`src/common/adcirq_consts.svh`:
```
// register indices, field positions, masks and reset values of the
// converter status/mode/result register bank
// assumes: included by bare name, before any use of the macros
`ifndef ADCIRQ_CONSTS_SVH
`define ADCIRQ_CONSTS_SVH

// register indices; byte address is four times the index
`define ADCIRQ_IDX_MANUAL 8'h40
`define ADCIRQ_IDX_STATUS 8'h42
`define ADCIRQ_IDX_MODE 8'h44
`define ADCIRQ_IDX_RESULT1 8'h46
`define ADCIRQ_IDX_RESULT2 8'h48
`define ADCIRQ_IDX_MASK 8'h4A

// interrupt status bit positions
`define ADCIRQ_BIT_FIFO 15
`define ADCIRQ_BIT_SEQUENCER_TWO_DONE 14
`define ADCIRQ_BIT_SEQUENCER_ONE_DONE 13
`define ADCIRQ_BIT_CMP 12

// mode and manual control fields
`define ADCIRQ_BIT_OVERRIDE 0
`define ADCIRQ_BIT_PWR1 8
`define ADCIRQ_BIT_PWR2 9
`define ADCIRQ_CH1_LSB 0
`define ADCIRQ_CH2_LSB 4

// writable bits of each register, and the value bits of the read-only results
`define ADCIRQ_STATUS_WMASK 16'hF000
`define ADCIRQ_MODE_WMASK 16'h0001
`define ADCIRQ_MANUAL_WMASK 16'h03FF
`define ADCIRQ_RESULT_MASK 16'h0FFF

// reset values
`define ADCIRQ_RST_REG 16'h0000
`define ADCIRQ_RST_SAMPLE 12'h000

// bus answers
`define ADCIRQ_RESP_OKAY 2'h0
`define ADCIRQ_RESP_SLVERR 2'h2

`endif

```
`src/common/adcirq_pkg.sv`:
```
// types shared by the converter register bank files
// assumes: compiled before every design file
package adcirq_pkg;
  typedef logic [15:0] adcirq_reg_t;
  typedef logic [11:0] adcirq_sample_t;
  typedef logic [3:0] adcirq_chan_t;
  typedef logic [1:0] adcirq_resp_t;
endpackage

```
`src/core/adcirq_regs.sv`:
```
// converter interrupt status, mode, manual control and result registers
// assumes: AXI4-Lite master on aclk; event inputs come from aclk logic
// assumes: sample strobes last one cycle and qualify the value only then
// unmapped word indices answer SLVERR; upper 16 data bits are ignored
//
// What this block does
// RULE1 - status bits latch events, raise irq if enabled, clear on write 1
// RULE2 - bit 15 sets when sample fifo fill reaches its threshold
// RULE3 - bit 14 sets when the second sequencer completes a pass
// RULE4 - bit 13 sets when the first sequencer completes a pass
// RULE5 - bit 12 sets when any comparator fires; channel read elsewhere
// RULE6 - mode bit 0 set selects manual override, clear selects automated
// RULE7 - results hold 12-bit unsigned value in bits 11:0, upper bits zero
// RULE8 - results are read-only and capture samples during manual override
// RULE9 - status bits 11:0 reserved read-only; all status bits reset to zero
// RULE10 - manual power and channel fields act only while override is set
// RULE11 - manual bits 8,9 power converters; bits 3:0, 7:4 pick channels
// RULE12 - writes to reserved or read-only bits ignored; write 0 keeps status
//
// Register access over AXI4-Lite was chosen for this implementation.
`timescale 1ns/1ns
`include "adcirq_consts.svh"

module adcirq_regs (
  // clock and reset
  input wire logic aclk,
  input wire logic aresetn,
  // write address channel
  input wire logic [11:0] s_axi_awaddr,
  input wire logic s_axi_awvalid,
  output logic s_axi_awready,
  // write data channel
  input wire logic [31:0] s_axi_wdata,
  input wire logic [3:0] s_axi_wstrb,
  input wire logic s_axi_wvalid,
  output logic s_axi_wready,
  // write response channel
  output logic [1:0] s_axi_bresp,
  output logic s_axi_bvalid,
  input wire logic s_axi_bready,
  // read address channel
  input wire logic [11:0] s_axi_araddr,
  input wire logic s_axi_arvalid,
  output logic s_axi_arready,
  // read data channel
  output logic [31:0] s_axi_rdata,
  output logic [1:0] s_axi_rresp,
  output logic s_axi_rvalid,
  input wire logic s_axi_rready,
  // events from fifo, sequencers and comparators
  input wire logic fifo_at_threshold,
  input wire logic sequencer_one_done,
  input wire logic sequencer_two_done,
  input wire logic comparator_fired,
  // converter samples
  input wire logic first_sample_strobe,
  input wire adcirq_pkg::adcirq_sample_t first_sample_value,
  input wire logic second_sample_strobe,
  input wire adcirq_pkg::adcirq_sample_t second_sample_value,
  // converter control
  output logic manual_override,
  output logic first_converter_power,
  output logic second_converter_power,
  output adcirq_pkg::adcirq_chan_t first_channel_select,
  output adcirq_pkg::adcirq_chan_t second_channel_select,
  // interrupt
  output logic irq
);
  // register state
  adcirq_pkg::adcirq_reg_t status_q, status_d;
  adcirq_pkg::adcirq_reg_t mask_q, mask_d;
  adcirq_pkg::adcirq_reg_t mode_q, mode_d;
  adcirq_pkg::adcirq_reg_t manual_q, manual_d;
  adcirq_pkg::adcirq_sample_t result1_q, result2_q;

  // write path holding state
  logic [7:0] waddr_q;
  logic waddr_bad_q;
  logic aw_held_q;
  logic [15:0] wdata_q;
  logic [1:0] wstrb_q;
  logic w_held_q;

  // handshakes
  wire logic aw_hs;
  wire logic w_hs;
  wire logic b_hs;
  wire logic ar_hs;
  wire logic r_hs;
  assign aw_hs = s_axi_awvalid && s_axi_awready;
  assign w_hs = s_axi_wvalid && s_axi_wready;
  assign b_hs = s_axi_bvalid && s_axi_bready;
  assign ar_hs = s_axi_arvalid && s_axi_arready;
  assign r_hs = s_axi_rvalid && s_axi_rready;

  // write commit happens once both halves are held and no answer pends
  wire logic wr_go;
  assign wr_go = aw_held_q && w_held_q && !s_axi_bvalid;

  // write decode
  wire logic wr_status;
  wire logic wr_mask;
  wire logic wr_mode;
  wire logic wr_manual;
  wire logic wr_known;
  assign wr_status = wr_go && !waddr_bad_q &&
                     waddr_q == `ADCIRQ_IDX_STATUS;
  assign wr_mask = wr_go && !waddr_bad_q && waddr_q == `ADCIRQ_IDX_MASK;
  assign wr_mode = wr_go && !waddr_bad_q && waddr_q == `ADCIRQ_IDX_MODE;
  assign wr_manual = wr_go && !waddr_bad_q &&
                     waddr_q == `ADCIRQ_IDX_MANUAL;
  // result registers are mapped but read-only: writes answer okay
  assign wr_known = !waddr_bad_q &&
                    (waddr_q == `ADCIRQ_IDX_STATUS ||
                     waddr_q == `ADCIRQ_IDX_MASK ||
                     waddr_q == `ADCIRQ_IDX_MODE ||
                     waddr_q == `ADCIRQ_IDX_MANUAL ||
                     waddr_q == `ADCIRQ_IDX_RESULT1 ||
                     waddr_q == `ADCIRQ_IDX_RESULT2);

  // byte lanes 0 and 1 only; upper lanes have no storage
  wire adcirq_pkg::adcirq_reg_t lane_mask;
  assign lane_mask = {{8{wstrb_q[1]}}, {8{wstrb_q[0]}}};

  // events gathered into status layout
  wire adcirq_pkg::adcirq_reg_t event_set;
  assign event_set = {fifo_at_threshold, // [RULE2]
                      sequencer_two_done, // [RULE3]
                      sequencer_one_done, // [RULE4]
                      comparator_fired, // [RULE5]
                      12'h000}; // [RULE9]

  // a one written to a status bit clears it; a zero leaves it alone
  wire adcirq_pkg::adcirq_reg_t status_clr;
  assign status_clr = wr_status ?
                      (wdata_q & lane_mask & `ADCIRQ_STATUS_WMASK) :
                      `ADCIRQ_RST_REG; // [RULE12]

  // set beats clear so an event landing on the clearing write survives
  assign status_d = ((status_q & ~status_clr) | event_set) &
                    `ADCIRQ_STATUS_WMASK; // [RULE1] [RULE9]

  wire adcirq_pkg::adcirq_reg_t mask_wm;
  wire adcirq_pkg::adcirq_reg_t mode_wm;
  wire adcirq_pkg::adcirq_reg_t manual_wm;
  assign mask_wm = lane_mask & `ADCIRQ_STATUS_WMASK;
  assign mode_wm = lane_mask & `ADCIRQ_MODE_WMASK;
  assign manual_wm = lane_mask & `ADCIRQ_MANUAL_WMASK;

  assign mask_d = wr_mask ?
                  ((mask_q & ~mask_wm) | (wdata_q & mask_wm)) :
                  mask_q; // [RULE12]
  assign mode_d = wr_mode ?
                  ((mode_q & ~mode_wm) | (wdata_q & mode_wm)) :
                  mode_q; // [RULE6] [RULE12]
  assign manual_d = wr_manual ?
                    ((manual_q & ~manual_wm) | (wdata_q & manual_wm)) :
                    manual_q; // [RULE11] [RULE12]

  // mode and manual fields as seen by the converters
  wire logic override_on;
  wire logic pwr1_d;
  wire logic pwr2_d;
  wire adcirq_pkg::adcirq_chan_t ch1_d;
  wire adcirq_pkg::adcirq_chan_t ch2_d;
  assign override_on = mode_q[`ADCIRQ_BIT_OVERRIDE]; // [RULE6]
  // in automated mode the sequencers own the converters, so hold these off
  assign pwr1_d = override_on && manual_q[`ADCIRQ_BIT_PWR1]; // [RULE10]
  assign pwr2_d = override_on && manual_q[`ADCIRQ_BIT_PWR2]; // [RULE10]
  assign ch1_d = override_on ?
                 manual_q[`ADCIRQ_CH1_LSB +: 4] : 4'h0; // [RULE10] [RULE11]
  assign ch2_d = override_on ?
                 manual_q[`ADCIRQ_CH2_LSB +: 4] : 4'h0; // [RULE10] [RULE11]

  // result capture, one holder per converter
  adcirq_result u_result1 (
    .aclk(aclk),
    .aresetn(aresetn),
    .capture_en(override_on), // [RULE8]
    .sample_strobe(first_sample_strobe),
    .sample_value(first_sample_value),
    .result_q(result1_q)
  );

  adcirq_result u_result2 (
    .aclk(aclk),
    .aresetn(aresetn),
    .capture_en(override_on), // [RULE8]
    .sample_strobe(second_sample_strobe),
    .sample_value(second_sample_value),
    .result_q(result2_q)
  );

  // read decode
  wire logic [7:0] ridx;
  wire logic rd_bad;
  assign ridx = s_axi_araddr[9:2];
  assign rd_bad = s_axi_araddr[11:10] != 2'h0;

  wire logic rd_status;
  wire logic rd_mask;
  wire logic rd_mode;
  wire logic rd_manual;
  wire logic rd_res1;
  wire logic rd_res2;
  assign rd_status = !rd_bad && ridx == `ADCIRQ_IDX_STATUS;
  assign rd_mask = !rd_bad && ridx == `ADCIRQ_IDX_MASK;
  assign rd_mode = !rd_bad && ridx == `ADCIRQ_IDX_MODE;
  assign rd_manual = !rd_bad && ridx == `ADCIRQ_IDX_MANUAL;
  assign rd_res1 = !rd_bad && ridx == `ADCIRQ_IDX_RESULT1;
  assign rd_res2 = !rd_bad && ridx == `ADCIRQ_IDX_RESULT2;

  wire logic rd_known;
  assign rd_known = rd_status || rd_mask || rd_mode || rd_manual ||
                    rd_res1 || rd_res2;

  // results zero-extend; the 4 bits above the sample read as zero
  wire adcirq_pkg::adcirq_reg_t rd_word;
  assign rd_word = rd_status ? status_q :
                   rd_mask ? mask_q :
                   rd_mode ? mode_q :
                   rd_manual ? manual_q :
                   rd_res1 ? {4'h0, result1_q} : // [RULE7]
                   rd_res2 ? {4'h0, result2_q} : // [RULE7]
                   `ADCIRQ_RST_REG;

  // upper half of the answer word carries no storage
  wire logic [31:0] rdata_d;
  assign rdata_d = {16'h0000, rd_word};

  // write address capture; word index from bits 9:2, upper bits checked
  always_ff @(posedge aclk) begin
    if (!aresetn) begin
      waddr_q <= 8'h00;
      waddr_bad_q <= 1'b0;
      aw_held_q <= 1'b0;
    end else if (aw_hs) begin
      waddr_q <= s_axi_awaddr[9:2];
      waddr_bad_q <= s_axi_awaddr[11:10] != 2'h0;
      aw_held_q <= 1'b1;
    end else if (wr_go) begin
      aw_held_q <= 1'b0;
    end
  end

  // write data capture
  always_ff @(posedge aclk) begin
    if (!aresetn) begin
      wdata_q <= `ADCIRQ_RST_REG;
      wstrb_q <= 2'h0;
      w_held_q <= 1'b0;
    end else if (w_hs) begin
      wdata_q <= s_axi_wdata[15:0];
      wstrb_q <= s_axi_wstrb[1:0];
      w_held_q <= 1'b1;
    end else if (wr_go) begin
      w_held_q <= 1'b0;
    end
  end

  // write channel readies: closed from the take until the answer is taken;
  // an unanswered response keeps them shut even while bready is held low
  wire logic awready_d;
  wire logic wready_d;
  assign awready_d = (!(aw_held_q || aw_hs) && !s_axi_bvalid) || b_hs;
  assign wready_d = (!(w_held_q || w_hs) && !s_axi_bvalid) || b_hs;

  always_ff @(posedge aclk) begin
    if (!aresetn) begin
      s_axi_awready <= 1'b0;
      s_axi_wready <= 1'b0;
    end else begin
      s_axi_awready <= awready_d;
      s_axi_wready <= wready_d;
    end
  end

  // write answer
  always_ff @(posedge aclk) begin
    if (!aresetn) begin
      s_axi_bvalid <= 1'b0;
      s_axi_bresp <= `ADCIRQ_RESP_OKAY;
    end else if (wr_go) begin
      s_axi_bvalid <= 1'b1;
      s_axi_bresp <= wr_known ? `ADCIRQ_RESP_OKAY : `ADCIRQ_RESP_SLVERR;
    end else if (b_hs) begin
      s_axi_bvalid <= 1'b0;
    end
  end

  // read path: answer one cycle after the address is taken
  always_ff @(posedge aclk) begin
    if (!aresetn) begin
      s_axi_arready <= 1'b0;
      s_axi_rvalid <= 1'b0;
      s_axi_rdata <= 32'h0000_0000;
      s_axi_rresp <= `ADCIRQ_RESP_OKAY;
    end else if (ar_hs) begin
      s_axi_arready <= 1'b0;
      s_axi_rvalid <= 1'b1;
      s_axi_rdata <= rdata_d;
      s_axi_rresp <= rd_known ? `ADCIRQ_RESP_OKAY : `ADCIRQ_RESP_SLVERR;
    end else if (r_hs) begin
      s_axi_arready <= 1'b1;
      s_axi_rvalid <= 1'b0;
    end else begin
      s_axi_arready <= !s_axi_rvalid;
    end
  end

  // register state
  always_ff @(posedge aclk) begin
    if (!aresetn) begin
      status_q <= `ADCIRQ_RST_REG; // [RULE9]
      mask_q <= `ADCIRQ_RST_REG;
      mode_q <= `ADCIRQ_RST_REG; // [RULE6]
      manual_q <= `ADCIRQ_RST_REG;
    end else begin
      status_q <= status_d;
      mask_q <= mask_d;
      mode_q <= mode_d;
      manual_q <= manual_d;
    end
  end

  // registered outputs toward the converters and the interrupt line
  always_ff @(posedge aclk) begin
    if (!aresetn) begin
      manual_override <= 1'b0;
      first_converter_power <= 1'b0;
      second_converter_power <= 1'b0;
      first_channel_select <= 4'h0;
      second_channel_select <= 4'h0;
      irq <= 1'b0;
    end else begin
      manual_override <= override_on;
      first_converter_power <= pwr1_d;
      second_converter_power <= pwr2_d;
      first_channel_select <= ch1_d;
      second_channel_select <= ch2_d;
      // irq lags status by a cycle so it leaves a flop, not a gate
      irq <= |(status_q & mask_q); // [RULE1]
    end
  end
endmodule

```
`src/core/adcirq_result.sv`:
```
// one converter result holder: captures a sample strobe in manual mode
// assumes: strobe and value come from logic on aclk, no crossing needed
`timescale 1ns/1ns
`include "adcirq_consts.svh"

module adcirq_result (
  // clock and reset
  input wire logic aclk,
  input wire logic aresetn,
  // capture control
  input wire logic capture_en,
  input wire logic sample_strobe,
  input wire adcirq_pkg::adcirq_sample_t sample_value,
  // held result
  output adcirq_pkg::adcirq_sample_t result_q
);
  adcirq_pkg::adcirq_sample_t result_d;
  wire logic take;

  // automated conversions go elsewhere, so only manual samples land here
  assign take = capture_en && sample_strobe;
  assign result_d = take ? sample_value : result_q;

  always_ff @(posedge aclk) begin
    if (!aresetn) begin
      result_q <= `ADCIRQ_RST_SAMPLE;
    end else begin
      result_q <= result_d;
    end
  end
endmodule

```
`config.mk`:
```
export PLATFORM = sky130hd
export DESIGN_NAME = adcirq_regs
export DESIGN_NICKNAME = d
export VERILOG_FILES = /design/src/common/adcirq_pkg.sv /design/src/core/adcirq_regs.sv /design/src/core/adcirq_result.sv
export VERILOG_INCLUDE_DIRS = /design/src /design/src/common
export SDC_FILE = /design/constraint.sdc
export NUM_CORES = 1
export LEC_CHECK = 0
export BUFFER_PORTS_ARGS = -buffer_cell sky130_fd_sc_hd__buf_2
export CORE_MARGIN = 2
export CORE_UTILIZATION = 49
export CTS_BUF_LIST = sky130_fd_sc_hd__clkbuf_2 sky130_fd_sc_hd__clkbuf_4 sky130_fd_sc_hd__clkbuf_8
export CTS_CLUSTER_DIAMETER = 30
export DETAILED_ROUTE_END_ITERATION = 10
export HOLD_SLACK_MARGIN = 0.15
export PLACE_DENSITY = 0.79
export SETUP_SLACK_MARGIN = 0.3
export SYNTH_ARGS = -nofsm -noshare
export SYNTH_HDL_FRONTEND = slang
export SYNTH_SLANG_ARGS = --single-unit
```
`constraint.sdc`:
```
create_clock -name aclk -period 1.8 [get_ports aclk]
set_input_delay 0.18 -clock aclk [delete_from_list [all_inputs] [get_ports aclk]]
set_output_delay 0.18 -clock aclk [all_outputs]
set_load 0.005 [all_outputs]
```
After elaboration in Yosys (flattened, before gate mapping). Cells that the tools add are included.

Register bits after elaboration: 154. Word-level logic and storage cells: 128. Output and inout bits: 53.

Bitwise logic cells: 18. Reductions and logical operators: 54. Equal/unequal tests: 12. Multiplexer cells: 17.

Operator list (number): 16-bit bitwise AND (7); 8-bit by 7-bit == test with 1-bit output (second input constant) (12); 16-bit two-way mux (5); 16-bit bitwise OR (4); 16-bit inverter (2); 1-bit logical AND (25); 12-bit two-way mux (2); 16-bit by 1-bit bitwise AND with 16-bit output (1); 16-bit by 10-bit bitwise AND with 16-bit output (1); 1-bit inverter with 16-bit output (1); 10-bit inverter with 16-bit output (1); 16-bit OR reduction (1); 1-bit logical OR (14); 2-bit nonzero test (6); 1-bit two-way mux (8); 1-bit zero test (6); 2-bit two-way mux (2); 2-bit AND reduction (1); 2-bit OR reduction (1); 1-bit inverter (1).

Logic depth before layout (Yosys ltp). Gate-level depths: netlist (run 1).

Depth after elaboration: 9. Gate-level depth with buffers: 6. Depth with buffers taken out: 4.

Hierarchy. Synthesis (run 1) repeated with hierarchy kept, for this count alone.

Cell total of the unflattened synthesis: 472. Area, all modules: 4423.0 sq um.

By module, submodules not included: adcirq_regs (times used 1, seq. area each 1621.6 sq um, area each 3402.0 sq um, cells each 364); adcirq_result (times used 2, seq. area each 240.2 sq um, area each 510.5 sq um, cells each 54).

Worst setup path after synthesis (run 1). Ideal clock, no wire load.

Path kind: register to register. Start point: register waddr_bad_q. End point: register (tool-made name). Cell stages (with the launch flop): 6. Arrival time: 1398 ps. Setup time: 128 ps. Clock period less this slack: 1525 ps. Required time: 1672 ps. Path buffers: 1. Slack: 275 ps. Path through: dfxtp_1 > nor4_2 > and4_1 > buf_2 > mux2i_1 > nor2_1.

RTL lines: start: declaration (line adcirq_regs.sv:78) `logic waddr_bad_q;`; start signal: assignment (line adcirq_regs.sv:235) `waddr_bad_q <= 1'b0;`; start signal: assignment (line adcirq_regs.sv:239) `waddr_bad_q <= s_axi_awaddr[11:10] != 2'h0;`.

Final worst setup path (run 1).
Start point: register waddr_bad_q. End point: register status_q[13].

Longest elaborated chain between the ends: 7.

RTL lines: 1-bit zero test (line adcirq_regs.sv:106) `assign wr_status = wr_go && !waddr_bad_q &&`; 1-bit logical AND (line adcirq_regs.sv:106); 1-bit logical AND (no line); 16-bit two-way mux (no line); 16-bit inverter (line adcirq_regs.sv:140) `assign status_d = ((status_q & ~status_clr) | event_set) &`; 16-bit bitwise AND (line adcirq_regs.sv:140); 16-bit bitwise OR (line adcirq_regs.sv:140); end signal: assignment (line adcirq_regs.sv:314) `` status_q <= `ADCIRQ_RST_REG; ``; end signal: assignment (line adcirq_regs.sv:319) `status_q <= status_d;`; end: declaration (line adcirq_regs.sv:70) `adcirq_pkg::adcirq_reg_t status_q, status_d;`.

Every way passes these cells. A chain may end at the register's enable or synchronous reset.

==> metrics.txt, run 1 <==
Detailed Routing Iterations Pass 1 5; post-route ant nets 0; Post-Place Setup Slack 0.212 ns; Sw Pwr 0.00102 W; Tmin final between 1 and 1.5 ns; crit-path max FO 4; RSZ-0062 raised after global routing true; total wire length 10.5 mm; commonest non-fill, non-tap cells in the layout nand2_1 (124), buf_2 (107), dfxtp_1 (101), a21oi_1 (61), dlygate4sd3_1 (57); layout cell share with drive strength beyond 1 24.2%; Tightest Pin Transition 0.655 ns; most common cell after layout, fill and taps aside nand2_1; Pins Over Slew Limit 0; Synth cell types 38; Crit Path Class reg -> reg; antenna violations before repair 0; Warnings, synthesis 0; num rows 33; crit end category register; Final Hold Fails 0; I/O Buffers 107; CTS clock-pin slew for the worst setup and hold paths approximately 0.10 ns; flop2flop setup slack 0.30 ns; H-tree Lvls 3; Synth Instances between 400 and 500; n_diodes 0; worst hold slack about 0.17 ns; # nets final roughly 750; fmax roughly 670 MHz; Worst-Skew Late Latency 0.37 ns; TNS Setup 0 ns; Core Box Area 8180 um2; number of global-route vias before repair roughly 3500; leakage power 2.32 nW; Worst R2R End status_q[13]; hold_sp s_axi_awvalid; Clk pwr share a little over a third; Max Cap Viol 0; Placer Congestion 0.784; Max clock buf depth 2; Critical Path RT 2.06 ns; initial DRC count 180; Reg power frac a little over half; Avg Cell Area, Syn 8.45 um2; die area 9150 um2; average wire per standard cell 13.7 um; chip width 95.6 um; CP arrival between 1.5 and 2 ns; GRT Total Usage 22.9%; DP HPWL 7.08 mm; sequential area share after synthesis 51.1%; hold path cells 4; worst setup margin 0.305 ns; area growth from synthesis to layout 35.9%; number of clock sinks 105; Starting Density between 50% and 60%; final global-route overflow total 0; skew final 0.0106 ns; setup violators final 0; Slew Limit Headroom 56.2%; Worst Hold Class in -> reg; TritonCTS clock tree done; Max IR drop VDD 0.000335 V; total CTS buffers 9; clock root buffer clkbuf_8; first-pass GRT wire length roughly 16 mm; power per cell area 789 nW/um2; Internal between 0.003 and 0.004 W; status complete, no violations; Switching Fraction about 23%; Comb power frac 9.6%; largest net degree at the start of global routing 67; vias 3896; Yosys reg bits ~110; reg2reg path depth 6; Critical R2R Launch waddr_bad_q; DR DRC count 0; Hold EP waddr_q[6]; Vias/cell 5.12; Final Cycle Share 83.1%; synthesized area 4110 um2; Pwr Total 0.00441 W; CP startpoint kind register; IO Count 150; DIE HEIGHT 95.6 um
==> final cells by class <==
cell class / count / area, um2
clock buffer: 13 / 179
clock inverter: 3 / 46.3
multi-input combinational: 347 / 1850
inverter: 8 / 30.0
timing repair buffer: 180 / 1250
sequential: 105 / 2110
fill: 682 / 2580
tap: 105 / 131
==> Yosys cell counts (all sizes together) <==
cell type	number	area share, %
nand2	125	11
dfxtp	105	51
a21oi	61	7.4
clkbuf	24	2.2
buf	20	3.5
nand3	19	2.3
o21ai	16	2.0
nor2	15	1.4
mux2i	13	3.2
and3	12	1.8
a22oi	11	2.0
o211ai	9	1.6
inv	8	0.73
and2	6	0.91
nor3	6	0.85
a31oi	4	0.61
mux2	4	1.1
nand4	4	0.61
nor4b	4	0.85
nor2b	3	0.46
nor4	3	0.97
or3	3	0.46
and3b	2	0.43
and4	2	0.43
nand2b	2	0.30
a31o	1	0.21
and4b	1	0.24
conb	1	0.091
nor3b	1	0.18
nor4bb	1	0.24
or4b	1	0.33
==> metrics by stage <==
step | area, um2 | util [%] | std cells
floorplan | 4190 | - | 504
global placement | 4710 | 57.6 | 682
detailed placement | 4710 | 57.6 | 682
CTS | 5530 | 67.6 | 758
global route | 5590 | 68.4 | 761
finish | 5590 | 68.4 | 761
==> routing by layer <==
metal  part of all wire (%)  up-vias  global-route usage (%)  routed length, um
met5                      0        -                       0                  0
met4                    3.1        0                    11.4                325
met3                    6.5       31                    3.95                681
met2                     48      144                    38.2               5020
met1                     42     1769                    28.3               4420
li1                       -     1952                       -                  -
==> power by group through the flow <==
stage	clock network (W)	logic (W)	registers, W
after global routing	0.00169	0.000464	0.00242
after CTS	0.00159	0.000404	0.00241
after global placement	0	0.000292	0.00246
after detailed placement	0	0.000299	0.00246
after floorplan	0	0.000193	0.00245
final	0.00158	0.000421	0.00241
==> logic make-up (layout without fill, tap and decap cells) <==
group           Yosys count  after routing  share of synthesized area [%]
mux                      17             17                           4.26
simple gates            210            210                           24.2
buf+inv                  52            204                           6.45
other cells               1             18                         0.0912
flops                   105            105                           51.1
compound gates          102            102                           13.9
==> critical path: stages, from the launching register on <==
cell     delay [ns]
dfxtp_2        0.34
nor4_4         0.27
buf_4          0.17
nand3_1        0.07
nor4_1         0.26
buf_4          0.21
a31oi_1        0.08
==> repair_timing <==
| action | in CTS | in global routing |
|---|---|---|
| hold buffers | 57 | 0 |
| endpoints found under the hold margin | 58 | 0 |
| gates resized for setup | 3 | 10 |
| pin swaps | 4 | 5 |
| setup buffers | 3 | 2 |
| endpoints found under the setup margin | 15 | 18 |
| cloned | 0 | 1 |
==> worst max-delay path by stage <==
| stage | slack [ns] | end | from |
|---|---|---|---|
| floorplan | 0.33 | register | s_axi_bvalid |
| global placement | 0.26 | s_axi_rdata[4] | s_axi_araddr[6] |
| detailed placement | 0.21 | s_axi_rdata[14] | s_axi_araddr[6] |
| CTS | 0.26 | register | waddr_q[4] |
| global route | 0.25 | status_q[15] | waddr_bad_q |
| finish | 0.30 | status_q[13] | waddr_bad_q |
Note: power is estimated with default switching activity, not from simulation.
==> run 2: changes to the inputs <==
--- a/config.mk
+++ b/config.mk
@@ -8,12 +8,12 @@
 export LEC_CHECK = 0
 export BUFFER_PORTS_ARGS = -buffer_cell sky130_fd_sc_hd__buf_2
 export CORE_MARGIN = 2
-export CORE_UTILIZATION = 49
+export CORE_UTILIZATION = 46
 export CTS_BUF_LIST = sky130_fd_sc_hd__clkbuf_2 sky130_fd_sc_hd__clkbuf_4 sky130_fd_sc_hd__clkbuf_8
 export CTS_CLUSTER_DIAMETER = 30
 export DETAILED_ROUTE_END_ITERATION = 10
 export HOLD_SLACK_MARGIN = 0.15
-export PLACE_DENSITY = 0.79
+export PLACE_DENSITY = 0.78
 export SETUP_SLACK_MARGIN = 0.3
 export SYNTH_ARGS = -nofsm -noshare
 export SYNTH_HDL_FRONTEND = slang
==> constraint.sdc (replaced) <==
create_clock -name aclk -period 1.2 [get_ports aclk]
set_input_delay 0.12 -clock aclk [delete_from_list [all_inputs] [get_ports aclk]]
set_output_delay 0.12 -clock aclk [all_outputs]
set_load 0.005 [all_outputs]
==> run 2 against run 1 <==
Against the previous run: the run now ends with setup timing left; combinational power increased by 100%; maximum frequency increased by 1.9%; core utilization increased by 7.1 points; clock-buffer cell count decreased by 3; routed wire length increased by 19%; clock power increased by 54%; cell area increased by 17%; critical path type unchanged; flip-flop and latch count unchanged; critical path depth decreased by 1; first-iteration DRC count decreased by 0.56%; sequential share of layout area decreased by 4.8 points.
==> metrics.txt, run 2 (synthesis gave the netlist of run 1 again) <==
status finished with violations; failing checks setup timing; DIE HEIGHT 98.6 um; Max Cap Viol 0; TritonCTS clock tree done; clock root buffer clkbuf_8; num rows 34; Final Cycle Share 122%; initial DRC count 179; crit end category register; worst setup margin -0.268 ns; Max clock buf depth 2; Placer Congestion 0.824; Starting Density a little under half; Detailed Routing Iterations Pass 1 5; CTS clock-pin slew for the worst setup and hold paths 0.10 ns; total wire length approximately 12 mm; skew final about 0.012 ns; TNS Setup -4.09 ns; first-pass GRT wire length 19.0 mm; Final Hold Fails 0; Tmin final between 1 and 1.5 ns; Core Box Area 8680 um2; Worst Hold Class in -> reg; total CTS buffers 9; Pins Over Slew Limit 0; DR DRC count 0; Worst-Skew Late Latency about 0.37 ns; n_diodes 0; number of clock sinks around 110; RSZ-0062 raised after global routing true; crit-path max FO 4; DP HPWL 7.43 mm; CP startpoint kind register; leakage power 2.73 nW; H-tree Lvls 3; average wire per standard cell 15.5 um; power per cell area 1050 nW/um2; chip width 98.6 um; Internal 0.00522 W; post-route ant nets 0; worst hold slack about 0.17 ns; IO Count 150; Reg power frac a little over half; antenna violations before repair 0; Clk pwr share 35.4%; setup violators final 29; most common cell after layout, fill and taps aside buf_2; Sw Pwr 0.00168 W; commonest non-fill, non-tap cells in the layout buf_2 (94), nand2_1 (88), dfxtp_1 (72), dlygate4sd3_1 (57), a21oi_1 (47); largest net degree at the start of global routing 63; CP arrival 1.72 ns; Max IR drop VDD 0.000620 V; # nets final 791; fmax 681 MHz; Vias/cell between 5 and 6; Critical Path RT 1.45 ns; I/O Buffers between 100 and 150; Cell Count, Final, Fillers Out 807; Crit Path Class reg -> reg; area growth from synthesis to layout 59.2%; Switching Fraction 24.3%; GRT Total Usage 24.1%; dpl cells 711; number of global-route vias before repair 4036; die area 9720 um2; Comb power frac 12.2%; Fillers 597; final global-route overflow total 0; layout cell share with drive strength beyond 1 approximately 44%; vias around 4200
## run 2: cell types whose count changed in the layout (fill, tap and decap cells not counted), moves of 6 or more
cell,change
buf_2,-13
a21oi_1,-14
nand2_2,+25
buf_4,+17
dfxtp_2,+25
nand3_1,-17
and2_4,+6
buf_6,+34
a21oi_2,+14
dfxtp_1,-29
nand2_1,-36
nand2_4,+8
nand3_2,+16
## run 2: layer usage
layer / part of all wire, % / GRT usage [%] / vias up
met3: 4.9 / 3.69 / 31
met1: 42 / 31.1 / 1989
met4: 2.9 / 10.1 / 0
met2: 50 / 40.4 / 158
met5: 0 / 0 / -
li1: - / - / 2046
## run 2: worst paths after layout
check	from	to	slack [ns]	depth (start not counted)
min reg2reg	s_axi_rdata[10]	s_axi_rdata[10]	0.46	2
max	waddr_q[2]	register	-0.27	5
max reg2reg	waddr_q[2]	register	-0.27	5
min	s_axi_awvalid	s_axi_awready	0.17	4
## run 2: final cells by class
class | instances | area, um2 | area share, %
inverter | 8 | 30.0 | 0.458
clock buffer | 10 | 131 | 2.01
multi-input combinational | 348 | 2240 | 34.2
tap | 108 | 135 | 2.06
clock inverter | 6 | 90.1 | 1.38
timing repair buffer | 222 | 1770 | 27.0
sequential | 105 | 2150 | 32.9
## run 2: worst max-delay path: stages, from the launching register on
cell      delay (ns)
dfxtp_4         0.39
buf_4           0.14
nor4bb_1        0.35
nand4_1         0.21
mux2i_1         0.20
nor2_1          0.07
## run 2: what timing repair did
| action | CTS | global route |
|---|---|---|
| endpoints found under the hold margin | 60 | 0 |
| buffers inserted | 12 | 5 |
| resized for setup | 100 | 78 |
| setup endpoints to repair | 107 | 124 |
| gates cloned | 2 | 2 |
| pin swaps | 25 | 28 |
| hold buffers | 59 | 0 |
## run 2: stage by stage
stage | utilization, % | cell area [um2] | power [W] | worst slack (ns)
global route | 75.5 | 6550 | 0.00712 | -0.324
finish | 75.5 | 6550 | 0.00690 | -0.268
detailed placement | 57.1 | 4960 | 0.00421 | -0.303
floorplan | - | 4280 | 0.00399 | -0.198
CTS | 71.3 | 6180 | 0.00683 | -0.240
global placement | 57.1 | 4960 | 0.00419 | -0.268
## run 2: power groups by stage
stage	registers, W	clock network, W	logic [W]
after floorplan	0.00368	0	0.000310
after global placement	0.00368	0	0.000509
after detailed placement	0.00369	0	0.000525
after CTS	0.00361	0.00248	0.000750
after global routing	0.00362	0.00258	0.000919
final	0.00361	0.00244	0.000844
==> run 3: changes to the inputs <==
--- a/config.mk
+++ b/config.mk
@@ -7,13 +7,14 @@
 export NUM_CORES = 1
 export LEC_CHECK = 0
 export BUFFER_PORTS_ARGS = -buffer_cell sky130_fd_sc_hd__buf_2
-export CORE_MARGIN = 2
+export CORE_MARGIN = 3
 export CORE_UTILIZATION = 46
 export CTS_BUF_LIST = sky130_fd_sc_hd__clkbuf_2 sky130_fd_sc_hd__clkbuf_4 sky130_fd_sc_hd__clkbuf_8
 export CTS_CLUSTER_DIAMETER = 30
 export DETAILED_ROUTE_END_ITERATION = 10
 export HOLD_SLACK_MARGIN = 0.15
 export PLACE_DENSITY = 0.78
+export RECOVER_POWER = 100
 export SETUP_SLACK_MARGIN = 0.3
 export SYNTH_ARGS = -nofsm -noshare
 export SYNTH_HDL_FRONTEND = slang
==> run 3 against run 2 <==
Against the previous run: the run still ends with setup timing left; flip-flop and latch count did not move; first-iteration DRC count rose by 35%; global-route usage fell by 0.26 points; sequential share of layout area fell by 0.71 points; combinational power rose by 4.1%; worst setup slack got worse by 0.038 ns; hold slack improved by 0.0038 ns; core utilization rose by 3.5 points; critical path type unchanged; largest cell class unchanged; largest power group unchanged.
==> metrics.txt, run 3 (synthesis gave the netlist of run 1 again) <==
Worst Hold Class in -> reg; die area 10100 um2; CP max stage cell dfxtp_1; Max Cap Viol 0; TritonCTS clock tree done; dpl cells just over 700; final global-route overflow total 0; commonest non-fill, non-tap cells in the layout buf_2 (99), nand2_1 (85), dfxtp_1 (71), dlygate4sd3_1 (57), a21oi_2 (34); Clk pwr share 35.5%; worst-path cell chain nor4_4, buf_4, nand3_4, nor4_4, a31oi_1; number of global-route vias before repair slightly above 4000; leakage power 2.80 nW; Tmin final 1.51 ns; largest net degree at the start of global routing 41; total CTS buffers 9; worst setup margin -0.306 ns; number of clock sinks 105; Crit Path Class reg -> reg; n_diodes 0; Final Cycle Share 125%; I/O Buffers 107; Most common cell on crit path nor4_4; DR DRC count 0; initial DRC count 242; grt peak-use layer met2; Internal 0.00521 W; Max clock buf depth 2; DIE HEIGHT roughly 100 um; CP Buf/Inv Count 1; Core Box Area 8460 um2; skew final 0.00968 ns; Reg area 2150 um2; area growth from synthesis to layout 62.5%; total wire length 13.7 mm; Starting Density 48.6%; average wire per standard cell 17.1 um; setup violators final 28; Placer Congestion ~0.83; RSZ-0062 raised after global routing true; M3 GR Usage 5.26%; antenna violations before repair 0; num rows 33; Sw Pwr 0.00176 W; Reg power frac 51.9%; Pins Over Slew Limit 0; Slew Limit Headroom 65.1%; GRT met1 Usage 28.9%; chip width a little over 100 um; # nets final 790; fmax 664 MHz; CTS clock-pin slew for the worst setup and hold paths roughly 0.1 ns; Vias/cell 5.47; DP HPWL around 7.6 mm; crit end category register; H-tree Lvls 3; Switching Fraction 25.2%; area of the multi-input gates approximately 2400 um2; Crit path largest cell delay 0.36 ns; layout cell share with drive strength beyond 1 48.1%; Cell Count, Final, Fillers Out between 800 and 900; crit-path max FO 4; Critical Path RT 1.45 ns; Post-Place Setup Slack -0.315 ns; clock root buffer clkbuf_8; Final Hold Fails 0; Detailed Routing Iterations Pass 1 5; post-route ant nets 0; GR met2 Demand/Resource 40.8%; power per cell area 1040 nW/um2; Tightest Pin Transition 0.523 ns; vias between 4000 and 5000; Comb power frac 12.6%; CP arrival roughly 1.8 ns; first-pass GRT wire length 19.2 mm; failing checks setup timing; IO Count 150; Worst-Skew Late Latency 0.37 ns; CP startpoint kind register; delay-heaviest family, CP simple AND/OR/NAND/NOR gates; most common cell after layout, fill and taps aside buf_2; GRT Total Usage 23.8%; status finished with violations; Max IR drop VDD 0.000574 V; Pwr Total 0.00697 W; Fillers approximately 520
-- run 3: cell count changes in the layout (fill, tap and decap cells not counted), moves of 3 or more --
cell / previous run / this run
a21oi_1: 47 / 27
a21oi_2: 14 / 34
buf_2: 94 / 99
buf_6: 35 / 28
dfxtp_2: 29 / 32
nand2_1: 88 / 85
nand2_2: 25 / 19
nand2_4: 9 / 19
-- run 3: what timing repair did --
action,CTS,global route
pin swaps,67,51
endpoints found under the hold margin,60,0
cloned,2,4
setup endpoints to repair,109,119
gates resized for setup,119,91
buffers inserted,9,10
hold buffers,58,0
-- run 3: worst paths after layout --
| check | from | to | slack [ns] | depth (start not counted) |
|---|---|---|---|---|
| setup / recovery | waddr_q[7] | status_q[15] | -0.31 | 5 |
| hold / removal | first_sample_strobe | u_result1.result_q[7] | 0.17 | 4 |
| setup reg to reg | waddr_q[7] | status_q[15] | -0.31 | 5 |
| hold reg to reg | s_axi_rdata[10] | s_axi_rdata[10] | 0.46 | 2 |
-- run 3: power by group through the flow --
stage	combinational, W	sequential [W]	clock, W
floorplan	0.000310	0.00368	0
global placement	0.000495	0.00368	0
detailed placement	0.000510	0.00369	0
CTS	0.000732	0.00361	0.00248
global route	0.000944	0.00362	0.00262
finish	0.000879	0.00362	0.00247
-- run 3: cell type report --
type	count	area share, %
sequential	105	32.2
clock inverter	7	1.50
tap	105	1.97
inverter	8	0.449
multi-input combinational	348	35.7
timing repair buffer	221	26.4
clock buffer	9	1.85
-- run 3: worst reg2reg max path, stage by stage, from the launching register on --
cell	delay [ns]
dfxtp_1	0.36
nor4_4	0.34
buf_4	0.21
nand3_4	0.07
nor4_4	0.27
a31oi_1	0.14
-- run 3: per-stage QoR --
step	util [%]	hold WS, ns	setup TNS (ns)	cell area, um2
after CTS	73.7	0.147	-3.08	6240
after floorplan	-	0.248	-4.20	4280
after global routing	79.0	0.182	-6.62	6680
after detailed placement	58.2	0.360	-7.70	4920
final	79.0	0.175	-5.37	6680
after global placement	58.2	0.362	-6.49	4920
-- run 3: layer usage --
layer  share of wire, %  wire (um)
met5                  0          0
met4                3.2        444
met3                7.0        954
met2                 51       6980
met1                 39       5320
